### src/verilog/aot_pkg.sv
// Constants for the adaptive on-time buck control block.
// Assumes a 50 MHz system clock; all counts are derived from it.
package aot_pkg;
  localparam int unsigned CLK_FREQ_HZ     = 50000000;
  localparam int unsigned CLK_PERIOD_PS   = 1000000000 / (CLK_FREQ_HZ / 1000);
  // Minimum off-interval, rounded up to whole cycles
  localparam int unsigned TOFF_MIN_PS     = 363000;
  localparam int unsigned TOFF_MIN_CYC    = (TOFF_MIN_PS + CLK_PERIOD_PS - 1) / CLK_PERIOD_PS;
  // Current-sense blanking after the off-interval starts, least time rounded up
  localparam int unsigned BLANK_PS        = 150000;
  localparam int unsigned BLANK_CYC       = (BLANK_PS + CLK_PERIOD_PS - 1) / CLK_PERIOD_PS;
  // Dead time between drives, rounded up
  localparam int unsigned DEAD_PS         = 30000;
  localparam int unsigned DEAD_CYC        = (DEAD_PS + CLK_PERIOD_PS - 1) / CLK_PERIOD_PS;
  // Soft-start: 0.8 V reached in 9.7 mV steps over about 6 ms
  localparam int unsigned REF_FULL_UV     = 800000;
  localparam int unsigned REF_STEP_UV     = 9700;
  localparam int unsigned REF_STEPS       = (REF_FULL_UV + REF_STEP_UV - 1) / REF_STEP_UV;
  localparam int unsigned SS_PERIOD_US    = 6000;
  localparam int unsigned SS_STEP_CYC     = (SS_PERIOD_US * (CLK_FREQ_HZ / 1000000)) / REF_STEPS;
  // Estimator figures kept for reference: 300 kHz nominal, 30 V clamp, 6:1 divider
  localparam int unsigned FSW_HZ          = 300000;
  localparam int unsigned VCLAMP_MV       = 30000;
  localparam int unsigned SENSE_DIV       = 6;
  localparam int unsigned SENSE_CLAMP_MV  = VCLAMP_MV / SENSE_DIV;
  // Widths
  localparam int unsigned TON_W           = 12;
  localparam int unsigned REF_W           = 7;
  localparam int unsigned SENSE_W         = 12;
  localparam logic [SENSE_W-1:0] SENSE_CLAMP_CODE = 12'hFFF;
  typedef enum logic [4:0] {
    AOT_ST_IDLE = 5'b00001,
    AOT_ST_DTH  = 5'b00010,
    AOT_ST_ON   = 5'b00100,
    AOT_ST_DTL  = 5'b01000,
    AOT_ST_OFF  = 5'b10000
  } aot_state_t;
endpackage
### src/verilog/aot_buck_ctrl.sv
// Adaptive on-time buck controller: drive sequencing, soft-start, hiccup.
// Assumes comparator, estimator count and over-current inputs are synchronous.
// What this block does
// - A low-feedback comparator report starts an on-interval with high side on, low side off.
// - Each on-interval lasts the estimator length, output voltage over input times 300 kHz.
// - After the on-interval, an off-interval drives high side off and low side on.
// - A new low-feedback report ends the off-interval and starts the next on-interval.
// - Every off-interval lasts at least 363 ns; earlier requests wait until then.
// - Feedback still low at the end of an on-interval gives only the minimum off-interval.
// - The input sense code passes through a registered clamp whose limit is 12'hFFF, full scale, so it never clamps.
// - At start-up the reference climbs from zero to 0.8 V in 9.7 mV steps over about 6 ms.
// - At full value the soft-start stops and the reference holds its final level.
// - Over-current in the off-interval after 150 ns blanking turns the low side off and restarts soft-start.
// - 40 ns dead time (30 ns rounded up to two cycles) separates one drive turning off from the other turning on.
`timescale 1ns/10ps
module aot_buck_ctrl #(
  parameter int unsigned TON_W       = aot_pkg::TON_W,
  parameter int unsigned SS_STEP_CYC = aot_pkg::SS_STEP_CYC
) (
  // Clock and reset
  input  wire logic                        clk_sys_in,
  input  wire logic                        srst_in,
  // Loop inputs
  input  wire logic                        feedback_sense_low_in,
  input  wire logic [TON_W-1:0]            ton_cycles_in,
  input  wire logic [aot_pkg::SENSE_W-1:0] power_stage_input_in,
  input  wire logic                        over_current_in,
  // Gate drives
  output logic                             high_side_drive_out,
  output logic                             low_side_drive_out,
  // Reference and status
  output logic [aot_pkg::REF_W-1:0]        ref_code_out,
  output logic                             soft_start_active_out,
  output logic [aot_pkg::SENSE_W-1:0]      sense_clamped_out,
  output logic                             sense_at_clamp_out
);
  localparam int unsigned CNT_W = 24;
  localparam logic [CNT_W-1:0] TOFF_CNT  = CNT_W'(aot_pkg::TOFF_MIN_CYC);
  localparam logic [CNT_W-1:0] BLANK_CNT = CNT_W'(aot_pkg::BLANK_CYC);
  localparam logic [CNT_W-1:0] DEAD_CNT  = CNT_W'(aot_pkg::DEAD_CYC);
  localparam logic [CNT_W-1:0] STEP_CNT  = CNT_W'(SS_STEP_CYC);
  localparam logic [aot_pkg::REF_W-1:0] REF_TOP = aot_pkg::REF_W'(aot_pkg::REF_STEPS);

  initial begin
    if (TON_W < 2 || TON_W > CNT_W || SS_STEP_CYC < 1 || SS_STEP_CYC >= (1 << CNT_W)) begin
      $error("aot_buck_ctrl: unsupported parameter values");
    end
  end

  aot_pkg::aot_state_t state_reg;
  aot_pkg::aot_state_t state_next;
  logic [CNT_W-1:0]           phase_cnt_reg;
  logic [TON_W-1:0]           ton_hold_reg;
  logic [CNT_W-1:0]           ss_cnt_reg;
  logic                       ss_done_reg;
  logic                       oc_trip;
  logic                       phase_end;

  // Sense path clamp lives in its own module
  aot_clamp #(
    .W (aot_pkg::SENSE_W)
  ) u_clamp (
    .clk_sys_in  (clk_sys_in),
    .srst_in     (srst_in),
    .sense_in    (power_stage_input_in),
    .limit_in    (aot_pkg::SENSE_CLAMP_CODE),
    .sense_out   (sense_clamped_out),
    .clamped_out (sense_at_clamp_out)
  );

  // Over-current only counts once the blanking window has passed
  assign oc_trip = (state_reg == aot_pkg::AOT_ST_OFF) && over_current_in &&
                   (phase_cnt_reg >= BLANK_CNT);

  always_comb begin
    phase_end  = 1'b0;
    state_next = state_reg;
    case (state_reg)
      aot_pkg::AOT_ST_IDLE: begin
        // Switching waits until the reference starts to climb
        if (feedback_sense_low_in && ref_code_out != '0) begin
          state_next = aot_pkg::AOT_ST_DTH;
        end
      end
      aot_pkg::AOT_ST_DTH: begin
        if (phase_cnt_reg + 1'b1 >= DEAD_CNT) begin
          state_next = aot_pkg::AOT_ST_ON;
        end
      end
      aot_pkg::AOT_ST_ON: begin
        phase_end = (phase_cnt_reg + 1'b1 >= CNT_W'(ton_hold_reg));
        if (phase_end) begin
          state_next = aot_pkg::AOT_ST_DTL;
        end
      end
      aot_pkg::AOT_ST_DTL: begin
        if (phase_cnt_reg + 1'b1 >= DEAD_CNT) begin
          state_next = aot_pkg::AOT_ST_OFF;
        end
      end
      aot_pkg::AOT_ST_OFF: begin
        // Off-interval counts from dead time start, so dead time is inside the minimum
        if (oc_trip) begin
          state_next = aot_pkg::AOT_ST_IDLE;
        end else if (feedback_sense_low_in && phase_cnt_reg + DEAD_CNT >= TOFF_CNT) begin
          state_next = aot_pkg::AOT_ST_DTH;
        end
      end
      default: state_next = aot_pkg::AOT_ST_IDLE;
    endcase
  end

  always_ff @(posedge clk_sys_in) begin
    if (srst_in) begin
      state_reg <= aot_pkg::AOT_ST_IDLE;
    end else begin
      state_reg <= state_next;
    end
  end

  // Phase counter restarts at every state change
  always_ff @(posedge clk_sys_in) begin
    if (srst_in || state_next != state_reg) begin
      phase_cnt_reg <= '0;
    end else if (phase_cnt_reg != {CNT_W{1'b1}}) begin
      phase_cnt_reg <= phase_cnt_reg + 1'b1;
    end
  end

  // Estimate taken once; changes mid-interval have no effect
  always_ff @(posedge clk_sys_in) begin
    if (srst_in) begin
      ton_hold_reg <= TON_W'(1);
    end else if (state_reg == aot_pkg::AOT_ST_DTH && state_next == aot_pkg::AOT_ST_ON) begin
      ton_hold_reg <= (ton_cycles_in == '0) ? TON_W'(1) : ton_cycles_in;
    end
  end

  // Drives come straight from flops; both low outside on and off phases
  always_ff @(posedge clk_sys_in) begin
    if (srst_in) begin
      high_side_drive_out <= 1'b0;
      low_side_drive_out  <= 1'b0;
    end else begin
      high_side_drive_out <= (state_next == aot_pkg::AOT_ST_ON);
      low_side_drive_out  <= (state_next == aot_pkg::AOT_ST_OFF);
    end
  end

  // Soft-start staircase; a hiccup restarts it from zero
  always_ff @(posedge clk_sys_in) begin
    if (srst_in || oc_trip) begin
      ref_code_out          <= '0;
      ss_cnt_reg            <= '0;
      ss_done_reg           <= 1'b0;
      soft_start_active_out <= 1'b1;
    end else if (!ss_done_reg) begin
      if (ss_cnt_reg + 1'b1 >= STEP_CNT) begin
        ss_cnt_reg <= '0;
        if (ref_code_out + 1'b1 >= REF_TOP) begin
          ref_code_out          <= REF_TOP;
          ss_done_reg           <= 1'b1;
          soft_start_active_out <= 1'b0;
        end else begin
          ref_code_out <= ref_code_out + 1'b1;
        end
      end else begin
        ss_cnt_reg <= ss_cnt_reg + 1'b1;
      end
    end
  end
endmodule

### src/verilog/aot_clamp.sv
// Clamp of the divided power-stage input sense code.
// Assumes the sense code arrives synchronous to clk_sys_in.
`timescale 1ns/10ps
module aot_clamp #(
  parameter int unsigned W = aot_pkg::SENSE_W
) (
  // Clock and reset
  input  wire logic         clk_sys_in,
  input  wire logic         srst_in,
  // Sense path
  input  wire logic [W-1:0] sense_in,
  input  wire logic [W-1:0] limit_in,
  output logic      [W-1:0] sense_out,
  output logic              clamped_out
);
  // Code above the limit stands for an input above 30 V
  always_ff @(posedge clk_sys_in) begin
    if (srst_in) begin
      sense_out   <= '0;
      clamped_out <= 1'b0;
    end else if (sense_in > limit_in) begin
      sense_out   <= limit_in;
      clamped_out <= 1'b1;
    end else begin
      sense_out   <= sense_in;
      clamped_out <= 1'b0;
    end
  end
endmodule

### config.mk
export PLATFORM = sky130hd
export DESIGN_NAME = aot_buck_ctrl
export DESIGN_NICKNAME = d
export VERILOG_FILES = /design/src/verilog/aot_pkg.sv /design/src/verilog/aot_buck_ctrl.sv /design/src/verilog/aot_clamp.sv
export SDC_FILE = /design/constraint.sdc
export NUM_CORES = 1
export LEC_CHECK = 0
export ABC_AREA = 1
export BUFFER_PORTS_ARGS = -buffer_cell sky130_fd_sc_hd__buf_2
export CORE_MARGIN = 5
export CORE_UTILIZATION = 35
export DETAILED_ROUTE_END_ITERATION = 10
export HOLD_SLACK_MARGIN = 0.08
export PLACE_DENSITY_LB_ADDON = 0.2
export SYNTH_ARGS = -nofsm -noshare
export SYNTH_HDL_FRONTEND = slang
export SYNTH_SLANG_ARGS = --single-unit
### constraint.sdc
create_clock -name clk_sys_in -period 3.7 [get_ports clk_sys_in]
set_input_delay 0.74 -clock clk_sys_in [delete_from_list [all_inputs] [get_ports clk_sys_in]]
set_output_delay 0.74 -clock clk_sys_in [all_outputs]
set_load 0.05 [all_outputs]
==> metrics <==
Req. time, crit path 3.92 ns; R2R Setup Slk 0.40 ns; drt pass-1 iters 5; Final Total Pwr 2.12 mW; Worst VDD drop 0.237 mV; vias in the first global route 4922; first-pass GRT wire length 23.8 mm; Adder-Cell Fraction of Synth Area 4.60%; Filler cells 1726; Max Slew Vio Count 0; largest family of logic cells by synthesized area simple AND/OR/NAND/NOR gates; R2R Path End phase_cnt_reg[18]$_SDFFE_PP0P_; Clock Pin Slew Worst Setup and Hold Paths 0.07 ns; Via density 4.70; share of cells above drive strength 1 16.1%; Clk pwr share 46.7%; via count 5320; IO Count 51; fin nets 959; clk_skew 0.00940 ns; Buf+Inv Stages, Crit Path 4; Cells after Synth 863; worst slack at placement 0.163 ns; most used cell, CP nand2_1; Final Core Density 40.8%; Yosys warnings 0; port bufs 50; Hold-fix buffers, CTS 0; n_diodes 0; hold_sp ss_cnt_reg[23]$_SDFFE_PP0N_; Synth Area in XOR/XNOR 5.06%; die extent in x 138 µm; CTS tree yes; Routed WL per cell 12.5 µm; die height 138 µm; sw frac 23.8%; Pwr Density 327 nW/µm²; result of the run completed; arrival time worst endpoint 3.51 ns; Final Hold Fails 0; Core ar. 15900 µm²; register area share after synthesis 31.2%; commonest cells after routing, fill and taps aside nand2_1 (204), inv_1 (122), nor2_1 (115); most common cell after layout, fill and taps aside nand2_1; H-tree depth 3; CTS buffer count 9; antenna violations before repair 0; Mapped Area 5710 µm²; critical path's largest stage delay 0.47 ns; TritonCTS sink count 89; post-synth net total 912; Synth Area in Compound Gates 6.93%; P_int 1.62 mW; Max clock buf depth 2; DP HPWL 11.1 mm; die area 19000 µm²; min Tclk post-route 3.30 ns; GPL Wtd Cong 0.853; critical path endpoint category flip-flop; termination of the worst setup path phase_cnt_reg[18]$_SDFFE_PP0P_; area grow syn2layout 13.9%; register bit count reported by yosys 89; crit share post-route 89.1%; stages on the worst setup path 24; max-cap violation count 0; Max FO, Critical Path 11; unrepaired setup endpoints after global routing no; worst hold margin 0.463 ns; CTS root buf clkbuf_16; R2R depth 24; family with the most delay on the worst path simple AND/OR/NAND/NOR gates; Slew HR 57.5%; setup ws final 0.403 ns; TNS Setup 0 ns; Initial Util 35.8%; initial drt markers 380; Max Freq 303 MHz; largest net degree at the start of global routing 28; post-synthesis mux area share 0%; detailed-route DRC error count 0; Worst path slowest cell dfxtp_1; overall routing resource usage 15.5%; total wire length 14.1 mm; CP cell instances ha_1 -> inv_1 -> nor2_4 -> nand2_2 -> inv_1 -> nand2_1 -> nand2_1 -> inv_1 -> ha_1 -> nand2_1 -> nor2_1 -> a21oi_1 -> nand3_1 -> nand2_1 -> nand3_1 -> nor2_2 -> nand2_1 -> nand2_1 -> nand3_1 -> nand2_1 -> nor2_2 -> nand2_4 -> buf_4 -> nor3_2; crit path kind flip-flop to flip-flop; simple-gate portion of the synthesized area 42.2%; setup violators final 0; Cell Rows 46; switching pwr 0.506 mW; CP startpoint phase_cnt_reg[0]$_SDFFE_PP0P_; r2r startpoint phase_cnt_reg[0]$_SDFFE_PP0P_; GRT Residual Overflow 0; Post-Syn Area per Cell 6.62 µm²; Startpoint Class flip-flop; Worst-Margin Slew 0.637 ns; Pleak 2.83 nW; Logic pwr share 7.1%; count of cell types in the netlist 39; sequential share of power 46.2%; clk_lat worst skew 0.34 ns; min-delay worst type flip-flop to flip-flop; ANT nets after route 0
-- per-layer routing --
layer,routed length [µm],up-vias,track usage [%]
met2,5930,134,23.2
met5,0,-,0
li1,-,2835,-
met1,7370,2345,23.1
met3,723,6,2.89
met4,80,0,3.40
-- final cells by class --
cell class	count	area (µm²)	share of cell area [%]
repair buffers	53	273	4.19
clock buffers	9	225	3.46
inverters	127	477	7.33
clock inverters	7	98.8	1.52
flip-flops and latches	89	1780	27.4
multi-input cells	630	3380	51.9
well taps	216	270	4.15
-- synthesized netlist by cell type (all sizes together) --
master  count  area, µm²
inv       126        473
nor2      138        634
nor3       41        305
xnor2       5       43.8
clkbuf      9       33.8
o211ai      1       7.51
buf         8       57.6
a211oi      3       22.5
conb        1       3.75
clkinv      1       3.75
nand3      55        285
xor2       28        245
o21ai      35        175
a21boi      1       7.51
dfxtp      89       1780
nand3b      1       7.51
nand2     226        913
or2         2       12.5
ha         21        263
a21oi      27        135
a31oi       3       18.8
o22ai       1       6.26
nor4       12       81.3
o21bai      2       15.0
o21a        1       7.51
nand4      26        169
-- stage by stage --
step,area [µm²],instances
floorplan,5710,863
global placement,6160,1115
detailed placement,6160,1115
CTS,6480,1131
global route,6500,1131
finish,6500,1131
-- what timing repair did --
action / 4_1_cts / 5_1_grt
setup endpoints to repair: 0 / 24
setup buffers: 0 / 0
resized for setup: 0 / 7
-- how the worst min path moves through the flow --
stage                                    to  cells past startpoint
6_report        ss_cnt_reg[23]$_SDFFE_PP0N_                      2
3_3_place_gp    ss_cnt_reg[23]$_SDFFE_PP0N_                      2
3_5_place_dp    ss_cnt_reg[23]$_SDFFE_PP0N_                      2
4_1_cts         ss_cnt_reg[23]$_SDFFE_PP0N_                      2
5_1_grt        ton_hold_reg[3]$_SDFFE_PP0P_                      2
2_1_floorplan   ss_cnt_reg[23]$_SDFFE_PP0N_                      2
-- power groups by stage --
stage / combinational, mW / sequential, mW / clock, mW
after detailed placement: 0.151 / 1.00 / 0
after global routing: 0.173 / 0.984 / 1.06
after global placement: 0.152 / 1.00 / 0
final: 0.151 / 0.982 / 0.991
after CTS: 0.152 / 0.981 / 1.02
after floorplan: 0.0814 / 1.03 / 0
-- cell families (layout without fill, tap and decap cells) --
kind of cell,count (synthesis),after routing
compound gates,74,74
xor+xnor,33,33
fa+ha+maj,21,21
buf+inv,144,196
flops,89,89
other cells,1,1
simple gates,501,501
-- worst register-to-register path, delay by kind of cell, from the launching register on --
family | cells | cell delay [ns]
and+or+nand+nor | 17 | 1.51
AOI/OAI and AO/OA | 1 | 0.14
buffers and inverters | 4 | 0.48
DFF | 1 | 0.47
adders and majority gates | 2 | 0.55
Note: power is estimated with default switching activity, not from simulation.
